$ cat config.mk
export PLATFORM = sky130hd
export DESIGN_NAME = sync_output_unit
export DESIGN_NICKNAME = d
export VERILOG_FILES = /design/src/rtl/sync_out_pkg.sv /design/src/rtl/near_future_check.sv /design/src/rtl/pulse_stretch.sv /design/src/rtl/sync_output_unit.sv
export SDC_FILE = /design/constraint.sdc
export NUM_CORES = 2
export LEC_CHECK = 0
export BUFFER_PORTS_ARGS = -buffer_cell sky130_fd_sc_hd__buf_2
export CAP_MARGIN = 20
export CORE_MARGIN = 2
export CORE_UTILIZATION = 30
export DETAILED_ROUTE_END_ITERATION = 12
export GPL_TIMING_DRIVEN = 0
export SLEW_MARGIN = 15
export SYNTH_ARGS = -nofsm -noshare
export SYNTH_HDL_FRONTEND = slang
export SYNTH_SLANG_ARGS = --single-unit
export TNS_END_PERCENT = 100
$ cat constraint.sdc
create_clock -name clock -period 7.8 [get_ports clock]
set_clock_uncertainty 0.1 [all_clocks]
set_input_delay 1.56 -clock clock [delete_from_list [all_inputs] [get_ports clock]]
set_output_delay 1.56 -clock clock [all_outputs]
set_load 0.01 [all_outputs]
$ cat src/rtl/sync_out_pkg.sv
package sync_out_pkg;
	// byte offsets of the register map, and the non-volatile pulse length address
	localparam logic [11:0] cyclic_control_off     = 12'h0980;
	localparam logic [11:0] activation_off         = 12'h0981;
	localparam logic [11:0] pulse_length_off       = 12'h0982;
	localparam logic [11:0] activation_status_off  = 12'h0984;
	localparam logic [11:0] first_status_off       = 12'h098e;
	localparam logic [11:0] second_status_off      = 12'h098f;
	localparam logic [11:0] start_time_off         = 12'h0990;
	localparam logic [11:0] next_second_off        = 12'h0998;
	localparam logic [11:0] first_cycle_off        = 12'h09a0;
	localparam logic [11:0] second_shift_off       = 12'h09a4;
	localparam logic [15:0] nv_pulse_length_addr   = 16'h0002;

	// activation register fields, then the status and control bit positions
	localparam int act_unit_bit    = 0;
	localparam int act_first_bit   = 1;
	localparam int act_second_bit  = 2;
	localparam int act_auto_bit    = 3;
	localparam int act_extend_bit  = 4;
	localparam int act_check_bit   = 5;
	localparam int act_near_bit    = 6;
	localparam int act_debug_bit   = 7;
	localparam int stat_out_of_near_bit = 2;
	localparam int ctrl_owner_bit  = 0;

	localparam logic [7:0]  activation_reset  = 8'h00;
	localparam logic [15:0] pulse_length_reset = 16'h0000;
	localparam logic [63:0] time_reset        = 64'h0000_0000_0000_0000;
	localparam logic [31:0] cycle_reset       = 32'h0000_0000;

	// near-future windows, in ns
	localparam logic [63:0] near_short_ns = 64'h0000_0000_8000_0000;
	localparam logic [63:0] near_half_ns  = 64'h8000_0000_0000_0000;

	// one pulse-length unit in ns, and the clock period
	localparam int pulse_unit_ns  = 10;
	localparam int clock_period_ns = 10;
	localparam int pulse_unit_cycles = (pulse_unit_ns + clock_period_ns - 1) / clock_period_ns;

	typedef struct packed {
		logic        write;
		logic        read;
		logic [11:0] addr;
		logic [7:0]  wdata;
	} reg_req_t;

	typedef enum logic {
		owner_network,
		owner_local
	} owner_t;
endpackage

$ cat src/rtl/near_future_check.sv
`timescale 1ns/1ps
// decides whether a start time lies within the near-future window
module near_future_check (
	input  wire logic [63:0] system_time,
	input  wire logic [63:0] start_time,
	input  wire logic        short_window,
	output logic             out_of_near
);
	logic [63:0] ahead;

	always_comb begin
		ahead = start_time - system_time;
		if (short_window) begin
			out_of_near = ahead >= sync_out_pkg::near_short_ns;
		end else begin
			out_of_near = ahead >= sync_out_pkg::near_half_ns;
		end
	end
endmodule

$ cat src/rtl/pulse_stretch.sv
`timescale 1ns/1ps
// holds one sync output for a pulse length, or until acknowledged
module pulse_stretch #(
	parameter int unit_cycles = 1
) (
	input  wire logic        clock,
	input  wire logic        rst,
	input  wire logic        fire,
	input  wire logic        ack,
	input  wire logic [15:0] length,
	output logic             level
);
	logic [31:0] count_q;

	always_ff @(posedge clock) begin
		if (rst) begin
			level   <= 1'b0;
			count_q <= 32'h0000_0000;
		end else if (fire) begin
			level   <= 1'b1;
			count_q <= 32'(length) * 32'(unit_cycles);
		end else if (length == 16'h0000) begin
			if (ack) begin
				level <= 1'b0;
			end
		end else if (level) begin
			if (count_q <= 32'h0000_0001) begin
				level <= 1'b0;
			end
			count_q <= count_q - 32'h0000_0001;
		end
	end

	a_ack_holds: assert property (@(posedge clock) disable iff (rst)
		level && length == 16'h0000 && !ack && !fire |=> level)
		else $error("ack mode output dropped without ack");
	a_one_unit_len: assert property (@(posedge clock) disable iff (rst)
		fire && length == 16'h0001 |=> level ##1 !level || fire)
		else $error("pulse length one unit wrong");
endmodule

$ cat src/rtl/sync_output_unit.sv
`timescale 1ns/1ps
module sync_output_unit #(
	parameter int unit_cycles = sync_out_pkg::pulse_unit_cycles
) (
	input  wire logic                   clock,
	input  wire logic                   rst,
	input  wire logic [63:0]            system_time,
	input  wire sync_out_pkg::reg_req_t net_req,
	input  wire sync_out_pkg::reg_req_t host_req,
	input  wire logic                   frame_end,
	input  wire logic                   write_ack_enable,
	input  wire logic                   nv_load,
	input  wire logic [15:0]            nv_addr,
	input  wire logic [15:0]            nv_data,
	output logic [7:0]                  net_rdata,
	output logic [7:0]                  host_rdata,
	output logic                        first_sync_pulse,
	output logic                        second_sync_pulse,
	output logic                        first_event_clear,
	output logic                        second_event_clear
);

	logic [7:0]  control_q;
	logic [7:0]  act_q;
	logic [15:0] pulse_len_q;
	logic [2:0]  status_q;
	logic [63:0] start_q;
	logic [63:0] next_first_q;
	logic [63:0] next_second_q;
	logic [31:0] first_cycle_q;
	logic [31:0] second_shift_q;
	logic [7:0]  low_written_q;
	logic [7:0]  high_written_q;
	logic        arm_q;
	logic        first_fire;
	logic        second_fire;
	logic        first_ack;
	logic        second_ack;
	logic        out_of_near;
	logic        owner_local;
	sync_out_pkg::reg_req_t own_req;
	logic [7:0]  net_mux;
	logic [7:0]  host_mux;

	////////////////////////////////////////////////////////////////////////////////
	// register read decode
	function automatic logic [7:0] read_byte(input logic [11:0] a, input logic [7:0] ctl,
		input logic [7:0] act, input logic [15:0] len, input logic [2:0] st,
		input logic [63:0] nf, input logic [63:0] ns, input logic [31:0] fc,
		input logic [31:0] sc);
		logic [7:0] r;
		r = 8'h00;
		if (a == sync_out_pkg::cyclic_control_off) r = ctl;
		else if (a == sync_out_pkg::activation_off) r = {1'b0, act[6:0]};
		else if (a == sync_out_pkg::pulse_length_off) r = len[7:0];
		else if (a == sync_out_pkg::pulse_length_off + 12'h001) r = len[15:8];
		else if (a == sync_out_pkg::activation_status_off) r = {5'h00, st};
		else if (a == sync_out_pkg::first_status_off) r = {7'h00, st[0]};
		else if (a == sync_out_pkg::second_status_off) r = {7'h00, st[1]};
		else if (a[11:3] == sync_out_pkg::start_time_off[11:3]) r = nf[a[2:0]*8 +: 8];
		else if (a[11:3] == sync_out_pkg::next_second_off[11:3]) r = ns[a[2:0]*8 +: 8];
		else if (a[11:2] == sync_out_pkg::first_cycle_off[11:2]) r = fc[a[1:0]*8 +: 8];
		else if (a[11:2] == sync_out_pkg::second_shift_off[11:2]) r = sc[a[1:0]*8 +: 8];
		return r;
	endfunction

	assign owner_local = control_q[sync_out_pkg::ctrl_owner_bit];
	assign own_req     = owner_local ? host_req : net_req;

	always_comb begin
		net_mux  = read_byte(net_req.addr, control_q, act_q, pulse_len_q, status_q,
			next_first_q, next_second_q, first_cycle_q, second_shift_q);
		host_mux = read_byte(host_req.addr, control_q, act_q, pulse_len_q, status_q,
			next_first_q, next_second_q, first_cycle_q, second_shift_q);
	end

	always_ff @(posedge clock) begin
		if (rst) begin
			net_rdata  <= 8'h00;
			host_rdata <= 8'h00;
		end else begin
			net_rdata  <= net_req.read ? net_mux : 8'h00;
			host_rdata <= host_req.read ? host_mux : 8'h00;
		end
	end

	////////////////////////////////////////////////////////////////////////////////
	// ownership register, network side only
	always_ff @(posedge clock) begin
		if (rst) begin
			control_q <= 8'h00;
		end else if (net_req.write && net_req.addr == sync_out_pkg::cyclic_control_off) begin
			control_q <= net_req.wdata & 8'h31;
		end
	end

	////////////////////////////////////////////////////////////////////////////////
	// pulse length from non-volatile configuration
	always_ff @(posedge clock) begin
		if (rst) begin
			pulse_len_q <= sync_out_pkg::pulse_length_reset;
		end else if (nv_load && nv_addr == sync_out_pkg::nv_pulse_length_addr) begin
			pulse_len_q <= nv_data;
		end
	end

	////////////////////////////////////////////////////////////////////////////////
	// cycle time and second-channel shift
	always_ff @(posedge clock) begin
		if (rst) begin
			first_cycle_q  <= sync_out_pkg::cycle_reset;
			second_shift_q <= sync_out_pkg::cycle_reset;
		end else if (own_req.write) begin
			if (own_req.addr[11:2] == sync_out_pkg::first_cycle_off[11:2]) begin
				first_cycle_q[own_req.addr[1:0]*8 +: 8] <= own_req.wdata;
			end
			if (own_req.addr[11:2] == sync_out_pkg::second_shift_off[11:2]) begin
				second_shift_q[own_req.addr[1:0]*8 +: 8] <= own_req.wdata;
			end
		end
	end

	////////////////////////////////////////////////////////////////////////////////
	// start time: byte writes tracked within a frame
	logic start_write;
	assign start_write = own_req.write && !act_q[sync_out_pkg::act_unit_bit]
		&& own_req.addr[11:3] == sync_out_pkg::start_time_off[11:3];

	always_ff @(posedge clock) begin
		if (rst) begin
			start_q        <= sync_out_pkg::time_reset;
			low_written_q  <= 8'h00;
			high_written_q <= 8'h00;
			arm_q          <= 1'b0;
		end else begin
			arm_q <= 1'b0;
			if (start_write) begin
				start_q[own_req.addr[2:0]*8 +: 8] <= own_req.wdata;
				if (own_req.addr[2]) high_written_q[own_req.addr[2:0]] <= 1'b1;
				else low_written_q[own_req.addr[2:0]] <= 1'b1;
			end
			if (frame_end && low_written_q != 8'h00) begin
				// extend the upper half only if it was left alone in this frame
				if (act_q[sync_out_pkg::act_extend_bit] && high_written_q == 8'h00) begin
					start_q[63:32] <= (start_q[31:0] < system_time[31:0])
						? system_time[63:32] + 32'h0000_0001 : system_time[63:32];
				end
				arm_q          <= 1'b1;
				low_written_q  <= 8'h00;
				high_written_q <= 8'h00;
			end else if (frame_end) begin
				arm_q          <= high_written_q != 8'h00;
				high_written_q <= 8'h00;
			end
		end
	end

	////////////////////////////////////////////////////////////////////////////////
	// activation register and status
	near_future_check u_check (
		.system_time (system_time),
		.start_time  (start_q),
		.short_window(act_q[sync_out_pkg::act_near_bit]),
		.out_of_near (out_of_near)
	);

	logic act_write;
	assign act_write = own_req.write && own_req.addr == sync_out_pkg::activation_off;

	always_ff @(posedge clock) begin
		if (rst) begin
			act_q <= sync_out_pkg::activation_reset;
		end else begin
			act_q[sync_out_pkg::act_debug_bit] <= 1'b0;
			if (act_write) begin
				act_q <= own_req.wdata;
			end else if (arm_q && act_q[sync_out_pkg::act_auto_bit]) begin
				act_q[sync_out_pkg::act_unit_bit] <= 1'b1;
			end
		end
	end

	logic unit_on;
	logic unit_rise;
	logic unit_on_q;
	assign unit_on = act_q[sync_out_pkg::act_unit_bit];
	assign unit_rise = unit_on && !unit_on_q;

	////////////////////////////////////////////////////////////////////////////////
	// pulse scheduling
	logic debug;
	assign debug = act_q[sync_out_pkg::act_debug_bit];
	// in the unit-rise cycle only a debug pulse can fire; scheduled firing starts a cycle later
	assign first_fire = unit_on && act_q[sync_out_pkg::act_first_bit]
		&& ((!unit_rise && system_time >= next_first_q) || debug);
	assign second_fire = unit_on && act_q[sync_out_pkg::act_second_bit]
		&& ((!unit_rise && system_time >= next_second_q) || debug);

	always_ff @(posedge clock) begin
		if (rst) begin
			unit_on_q     <= 1'b0;
			status_q      <= 3'b000;
			next_first_q  <= sync_out_pkg::time_reset;
			next_second_q <= sync_out_pkg::time_reset;
		end else begin
			unit_on_q <= unit_on;
			if (!unit_on) begin
				status_q[1:0] <= 2'b00;
				next_first_q  <= start_q;
				next_second_q <= start_q + 64'(second_shift_q);
			end else if (unit_rise) begin
				status_q[sync_out_pkg::stat_out_of_near_bit] <= out_of_near;
				status_q[0] <= act_q[sync_out_pkg::act_first_bit];
				status_q[1] <= act_q[sync_out_pkg::act_second_bit];
				if (act_q[sync_out_pkg::act_check_bit] && out_of_near) begin
					next_first_q  <= system_time;
					next_second_q <= system_time + 64'(second_shift_q);
				end
			end else begin
				// each channel steps its own schedule, so no second pulse is skipped
				if (first_fire && !debug) begin
					status_q[0] <= 1'b0;
					if (first_cycle_q != 32'h0000_0000) begin
						next_first_q <= next_first_q + 64'(first_cycle_q);
					end else begin
						next_first_q <= 64'hffff_ffff_ffff_ffff;
					end
				end
				if (second_fire && !debug) begin
					status_q[1] <= 1'b0;
					if (first_cycle_q != 32'h0000_0000) begin
						next_second_q <= next_second_q + 64'(first_cycle_q);
					end else begin
						next_second_q <= 64'hffff_ffff_ffff_ffff;
					end
				end
			end
		end
	end

	////////////////////////////////////////////////////////////////////////////////
	// acknowledge of channel status from the local host port
	function automatic logic host_ack(input sync_out_pkg::reg_req_t r, input logic [11:0] a,
		input logic wack);
		return (r.addr == a) && (wack ? r.write : r.read);
	endfunction

	assign first_ack  = host_ack(host_req, sync_out_pkg::first_status_off, write_ack_enable);
	assign second_ack = host_ack(host_req, sync_out_pkg::second_status_off, write_ack_enable);

	always_ff @(posedge clock) begin
		if (rst) begin
			first_event_clear  <= 1'b0;
			second_event_clear <= 1'b0;
		end else begin
			first_event_clear  <= first_ack;
			second_event_clear <= second_ack;
		end
	end

	////////////////////////////////////////////////////////////////////////////////
	// output stages
	pulse_stretch #(.unit_cycles(unit_cycles)) u_first (
		.clock (clock),
		.rst   (rst),
		.fire  (first_fire),
		.ack   (first_ack),
		.length(pulse_len_q),
		.level (first_sync_pulse)
	);

	pulse_stretch #(.unit_cycles(unit_cycles)) u_second (
		.clock (clock),
		.rst   (rst),
		.fire  (second_fire),
		.ack   (second_ack),
		.length(pulse_len_q),
		.level (second_sync_pulse)
	);

	////////////////////////////////////////////////////////////////////////////////
	// checks
	a_unit_off_idle: assert property (@(posedge clock) disable iff (rst)
		!unit_on |-> !first_fire && !second_fire)
		else $error("pulse fired while unit inactive");
	a_chan_gate: assert property (@(posedge clock) disable iff (rst)
		first_fire |-> act_q[sync_out_pkg::act_first_bit])
		else $error("first pulse fired while channel off");
	a_debug_clear: assert property (@(posedge clock) disable iff (rst)
		debug |=> !debug || $past(act_write))
		else $error("debug bit did not self clear");
	a_start_locked: assert property (@(posedge clock) disable iff (rst)
		$past(unit_on) && unit_on && !$past(frame_end) |-> $stable(start_q))
		else $error("start time changed while active");
	a_auto_act: assert property (@(posedge clock) disable iff (rst)
		arm_q && act_q[sync_out_pkg::act_auto_bit] && !act_write |=> unit_on)
		else $error("auto activation missed");
	a_ev_clear: assert property (@(posedge clock) disable iff (rst)
		first_ack |=> first_event_clear)
		else $error("event request bit 2 not cleared");
	a_ev2_clear: assert property (@(posedge clock) disable iff (rst)
		second_ack |=> second_event_clear)
		else $error("event request bit 3 not cleared");
	a_near_record: assert property (@(posedge clock) disable iff (rst)
		unit_rise |=> status_q[2] == $past(out_of_near))
		else $error("near future result not recorded");
	a_owner_gate: assert property (@(posedge clock) disable iff (rst)
		owner_local && net_req.write && !host_req.write |=> $stable(first_cycle_q))
		else $error("non-owner write accepted");
	a_first_step: assert property (@(posedge clock) disable iff (rst)
		first_fire && !debug && first_cycle_q != 32'h0000_0000
		|=> next_first_q == $past(next_first_q) + 64'($past(first_cycle_q)))
		else $error("first schedule did not advance");
	a_second_step: assert property (@(posedge clock) disable iff (rst)
		second_fire && !debug && first_cycle_q != 32'h0000_0000
		|=> next_second_q == $past(next_second_q) + 64'($past(first_cycle_q)))
		else $error("second schedule did not advance");
	c_first_pulse: cover property (@(posedge clock) first_fire);
	c_second_pulse: cover property (@(posedge clock) second_fire);
	c_auto: cover property (@(posedge clock) arm_q && act_q[sync_out_pkg::act_auto_bit]);
	c_out_near: cover property (@(posedge clock) unit_rise && out_of_near);
endmodule
==> Word-level counts from Yosys, hierarchy flattened <==
Cells that the tools add are included.
{ "totals": {"in_bits": 145, "out_inout_bits": 20, "register_bits": 388, "word_cells": 232} }
{ "classes": {"reduce_logical": 60, "n_shift": 12, "order_cmp": 9, "add_sub_neg": 10, "muxes": 67, "n_bitwise": 8, "eq_ne": 34} }
{ "ops": {"columns": ["cell", "n"], "rows": [
  ["$mux W64", 11],
  ["$add A64 B32 Y64", 4],
  ["$shiftx A64 B7 Y8", 4],
  ["$eq A12 B12 Y1 const B", 15],
  ["$mux W8", 18],
  ["$ge A64 B64 Y1", 2],
  ["$shiftx A32 B6 Y8", 4],
  ["$mux W16", 6],
  ["$mux W32", 3],
  ["$bwmux W32", 2],
  ["$bwmux W64", 1],
  ["$ge A64 B32 Y1 const B", 1],
  ["$ge A64 B64 Y1 const B", 1],
  ["$le A32 B1 Y1 const B", 2],
  ["$shift A8 B34 Y64 const A", 1],
  ["$shiftx A8 B34 Y64", 1],
  ["$sub A32 B1 Y32 const B", 2],
  ["$sub A64 B64 Y64", 1],
  ["$eq A10 B10 Y1 const B", 6],
  ["$eq A9 B9 Y1 const B", 5],
  ["$neg A5 Y34", 1],
  ["$neg A6 Y34", 1],
  ["$shift A8 B34 Y32 const A", 1],
  ["$shiftx A8 B34 Y32", 1],
  ["other kinds (29)", 106]
]} }

==> Depth between registers and ports, before layout <==
{ "logic_depth": {"ltp_word": 12, "depth_mapped": 19, "depth_no_buf": 16} }

==> By module <==
A second synthesis with hierarchy kept.
{ "unflattened": {"hier_cells": 5204, "area_unflattened_um2": 39915.8} }
{ "by_module_without_submodules": {"columns": ["mod", "area_each_um2", "seq_area_each_um2", "instances", "cells_per_inst"], "rows": [
  ["sync_output_unit", 32483.7, 6446.2, 1, 4144],
  ["near_future_check", 3951.3, 0.0, 1, 644],
  ["pulse_stretch", 1740.4, 660.6, 2, 208]
]} }

==> Worst setup path after synthesis <==
No wires, ideal clock.
{ "synth_timing": {"path_kind": "input to register", "from": "input port system_time[35]", "to": "register next_second_q[51]", "arrival_time_ns": 5.128, "cell_stages": 16, "setup_ns": 0.121, "slack_ns": 2.451, "path_buffers": 2, "required_time_ns": 7.579, "path_cell_list": "clkbuf_1 -> inv_1 -> ha_1 -> nand2_1 -> nor2_2 -> and4_4 -> nor2b_1 -> a222oi_1 -> a21boi_1 -> or3_1 -> a2111oi_0 -> and4_2 -> nand4_4 -> a21oi_4 -> buf_6 -> mux2_2"} }
{ "synth_via": {"elab_chain_len": 7, "word_cells_on_any_way": 17, "cone_classes": "add/sub (2); order compare (3); eq/ne (2); mux (4); reduce/logical (6)"} }
{ "synth_rtl": {"columns": ["item", "line_no", "source"], "rows": [
  ["start, declared", "sync_output_unit.sv:7", "input wire logic [63:0] system_time,"],
  ["branches (longest 7 deep; another with $sub A64 B64 Y64)", null, null],
  ["end signal, assigned", "sync_output_unit.sv:204", "next_second_q <= sync_out_pkg::time_reset;"],
  ["end signal, assigned", "sync_output_unit.sv:210", "next_second_q <= start_q + 64'(second_shift_q);"],
  ["end signal, assigned", "sync_output_unit.sv:232", "next_second_q <= next_second_q + 64'(first_cycle_q);"],
  ["end, declared", "sync_output_unit.sv:29", "logic [63:0] next_second_q;"]
]} }
Parallel ways; which one is timed is not known. The select of a mux whose other input is x is not followed.
A chain may end at the register's enable or synchronous reset.

==> Worst setup path in the final report <==
{ "layout_timing": {"from": "input port net_req[8] in the netlist's numbering", "to": "register start_q[23]"} }
{ "layout_via": {"elab_chain_len": 4, "word_cells_on_any_way": 5, "cone_classes": "add/sub (1); shift (2); mux (2)"} }
{ "layout_rtl": {"columns": ["item", "line_no", "source"], "rows": [
  ["start, declared", "sync_output_unit.sv:8", "input wire sync_out_pkg::reg_req_t net_req,"],
  ["$mux W22 *", "sync_output_unit.sv:68", "assign own_req = owner_local ? host_req : net_req;"],
  ["$neg A6 Y34 *", "sync_output_unit.sv:138", "start_q[own_req.addr[2:0]*8 +: 8] <= own_req.wdata;"],
  ["$shiftx A8 B34 Y64 or $shift A8 B34 Y64 (tied branches)", "sync_output_unit.sv:138", null],
  ["$bwmux W64 *", "sync_output_unit.sv:138", null],
  ["end signal, assigned", "sync_output_unit.sv:131", "start_q <= sync_out_pkg::time_reset;"],
  ["end signal, assigned by index", "sync_output_unit.sv:138", null],
  ["end, declared", "sync_output_unit.sv:27", "logic [63:0] start_q;"]
]} }
Mark *: on every way between the ends. The rest lies on a longest branch, timed or not.

==> flow_summary.json <==
{
  "synth_area_um2": 37700,
  "viasPerCell": 6.34,
  "ctsResizeCount": 0,
  "synth_cells": 4883,
  "slew_headroom": 0.113,
  "syn2layout_area_growth_pct": 13.6,
  "seq_area_frac_synth": 0.206,
  "drcViolationCount": 0,
  "arrival_ns": 7.75,
  "place_ws_ns": 0.418,
  "fmax_mhz": 137,
  "h-tree-depth": 2,
  "num_rows": 129,
  "setup_violations": 0,
  "ios": 165,
  "yosys_most_used_dff": "dfxtp_1",
  "grt_pass1_wl_um": 294000,
  "clock_latency_ns": 0.66,
  "synth-seq-cells": 388,
  "cts_sinks": 388,
  "grt_pass1_vias": 38900,
  "antenna_left": 0,
  "place.gp.congestion": 1.12,
  "cp_max_fo": 13,
  "detail_route.wl_per_cell_um": 31.6,
  "tightest_slew_ns": 1.33,
  "async_flop_share": 0,
  "fin_tns_setup_ns": 0,
  "outcome": "complete, no violations",
  "placed_area_um2": 41000,
  "clk_pin_slew_ns": 0.06,
  "layout_commonest_cell": "nor2_1",
  "cp.required_ns": 8.28,
  "fp.dieW_um": 358,
  "synth_edf_count": 0,
  "fill_cells": 13100,
  "start_util": 0.303,
  "final_nets": 5599,
  "clk_path_buf_depth": 3,
  "firstDrtPassIters": 9,
  "cp-start-kind": "input port",
  "drtIter0Drc": 6121,
  "synthDistinctLibCells": 100,
  "drive_gt1_frac": 0.0962,
  "cts_tree": "built",
  "grt_usage": 0.321,
  "coreArea_um2": 124000,
  "dp_cells": 6699,
  "hpwlAfterDp_um": 173000,
  "overflow": 0,
  "max-cap-violations": 0,
  "synthesis.nets": 5364,
  "root_buffer": "clkbuf_16",
  "portBuffers": 158,
  "min_period_over_period": 0.933,
  "crit_type": "input port to flop",
  "numCtsBuffers": 48,
  "vias": 43200,
  "finalMaxSlewViolations": 0,
  "antenna_found_initial": 17,
  "post_cts_buffers": 0,
  "hold_class": "flop to flop",
  "cp-end-kind": "flop",
  "final_area_um2": 42800,
  "min_period_ns": 7.28,
  "ir_drop_uv": 161,
  "avgSynthCellArea_um2": 7.71,
  "power_density_nw_per_um2": 120,
  "grt_max_degree": 15,
  "cts_hold_buf": 0,
  "die-height_um": 358,
  "yosys_warnings": 0,
  "rsz0062_at_grt": "no",
  "routed_wl_um": 215000,
  "leakage_uw": 0.0159,
  "die_area_um2": 128000,
  "layout_common_cells": "nor2_1, a21oi_1, dfxtp_1",
  "instances_no_fill": 6813,
  "setup_ws_ns": 0.523,
  "hold_viol": 0
}
==> state kept, by name, summed over array words and instances (netlist names), 8 cells and up <==
signal	flops
act_q	8
first_cycle_q	32
high_written_q	8
host_rdata	8
low_written_q	8
net_rdata	8
next_first_q	64
next_second_q	64
pulse_len_q	16
second_shift_q	32
start_q	64
u_first.count_q	32
u_second.count_q	32
==> worst max-delay path: stages <==
cell	delay, ns
clkbuf_1	0.67
mux2_2	0.85
inv_1	0.43
clkbuf_1	0.63
ha_1	0.59
ha_1	0.45
nor2b_1	0.67
nand2_1	0.54
or3_1	0.52
clkbuf_1	0.19
clkbuf_1	0.24
nor3_1	0.21
a21oi_1	0.06
nor2_1	0.09
==> report_power, final <==
| group | total, uW | switching (uW) | internal [uW] |
|---|---|---|---|
| Sequential | 1980 | 0.360 | 1980 |
| Clock | 2480 | 1050 | 1430 |
| Combinational | 656 | 467 | 189 |
| Total | 5110 | 1520 | 3600 |
==> cell type report <==
type / instances / area [um2] / area share
clock inverter: 26 / 338 / 0.00790
inverter: 283 / 1060 / 0.0248
antenna: 19 / 47.5 / 0.00111
multi-input combinational: 3943 / 27900 / 0.652
timing repair buffer: 185 / 1170 / 0.0273
clock buffer: 63 / 1350 / 0.0315
tap: 1637 / 2050 / 0.0479
buffer: 269 / 1100 / 0.0256
sequential: 388 / 7770 / 0.182
==> synthesized netlist by cell type, types with 11 or more instances <==
| library cell | number | share of area |
|---|---|---|
| o211ai_1 | 26 | 0.0052 |
| clkbuf_1 | 219 | 0.022 |
| nand3b_1 | 11 | 0.0022 |
| ha_1 | 331 | 0.11 |
| o31ai_1 | 22 | 0.0044 |
| and2_1 | 31 | 0.0051 |
| xnor2_1 | 223 | 0.052 |
| buf_1 | 20 | 0.0020 |
| or2_2 | 23 | 0.0038 |
| o21bai_1 | 24 | 0.0048 |
| nand2_1 | 353 | 0.035 |
| xor2_1 | 87 | 0.020 |
| a211oi_1 | 176 | 0.035 |
| mux2i_1 | 84 | 0.022 |
| a211o_1 | 19 | 0.0044 |
| a21boi_0 | 12 | 0.0024 |
| dfxtp_1 | 388 | 0.21 |
| nor2b_1 | 46 | 0.0076 |
| a21oi_1 | 419 | 0.056 |
| o21a_1 | 34 | 0.0068 |
| nand2b_1 | 40 | 0.0066 |
| a21o_1 | 136 | 0.027 |
| and4_1 | 14 | 0.0033 |
| o21ai_0 | 227 | 0.030 |
| a311oi_1 | 25 | 0.0058 |
| and3_1 | 34 | 0.0056 |
| o22ai_1 | 55 | 0.0091 |
| a2111oi_0 | 26 | 0.0060 |
| buf_2 | 19 | 0.0025 |
| mux4_2 | 108 | 0.065 |
| or4_1 | 19 | 0.0038 |
| o21ai_1 | 14 | 0.0019 |
| inv_1 | 282 | 0.028 |
| nor3_1 | 154 | 0.020 |
| or3_1 | 51 | 0.0085 |
| o311ai_0 | 15 | 0.0035 |
| a221oi_1 | 33 | 0.0077 |
| nor4_1 | 65 | 0.011 |
| nand3_1 | 109 | 0.014 |
| nand4_1 | 98 | 0.016 |
| o221ai_1 | 43 | 0.010 |
| nor2_1 | 558 | 0.056 |
| a31oi_1 | 34 | 0.0056 |
==> per-layer routing <==
metal / up-vias / global-route usage / routed length [um]
li1: 18600 / - / -
met4: 6 / 0.232 / 19200
met1: 20600 / 0.416 / 83400
met2: 3188 / 0.449 / 84600
met3: 795 / 0.0950 / 28000
met5: - / 0 / 103
==> worst paths after layout <==
kind,from,end,slack (ns),depth (start not counted)
min reg2reg,high_written_q[3]$_SDFFE_PP0P_,high_written_q[3]$_SDFFE_PP0P_,0.36,1
min,high_written_q[3]$_SDFFE_PP0P_,high_written_q[3]$_SDFFE_PP0P_,0.36,1
max reg2reg,next_first_q[17]$_SDFFE_PP0P_,next_first_q[36]$_SDFFE_PP0P_,1.42,16
max,net_req[8],start_q[23]$_SDFFE_PP0P_,0.52,14
==> logic make-up (layout without fill, tap and decap cells) <==
family | after synthesis | in the layout | synth area share
AND/OR/NAND/NOR | 1643 | 1643 | 0.208
AO/OA/AOI/OAI | 1454 | 1454 | 0.254
buffers and inverters | 552 | 826 | 0.0570
flip-flops | 388 | 388 | 0.206
adder cells (fa/ha/maj) | 336 | 336 | 0.113
XOR/XNOR | 310 | 310 | 0.0721
multiplexers | 200 | 200 | 0.0893
other | 0 | 19 | 0
==> per-stage QoR <==
stage | hold slack, ns | power (uW) | utilization
2_1_floorplan | 0.320 | 2340 | -
3_5_place_dp | 0.339 | 2650 | 0.330
6_report | 0.357 | 5110 | 0.345
5_1_grt | 0.373 | 5210 | 0.344
3_3_place_gp | 0.338 | 2630 | 0.326
4_1_cts | 0.357 | 5080 | 0.344
No activity file was read; power rests on OpenSTA's default activity.
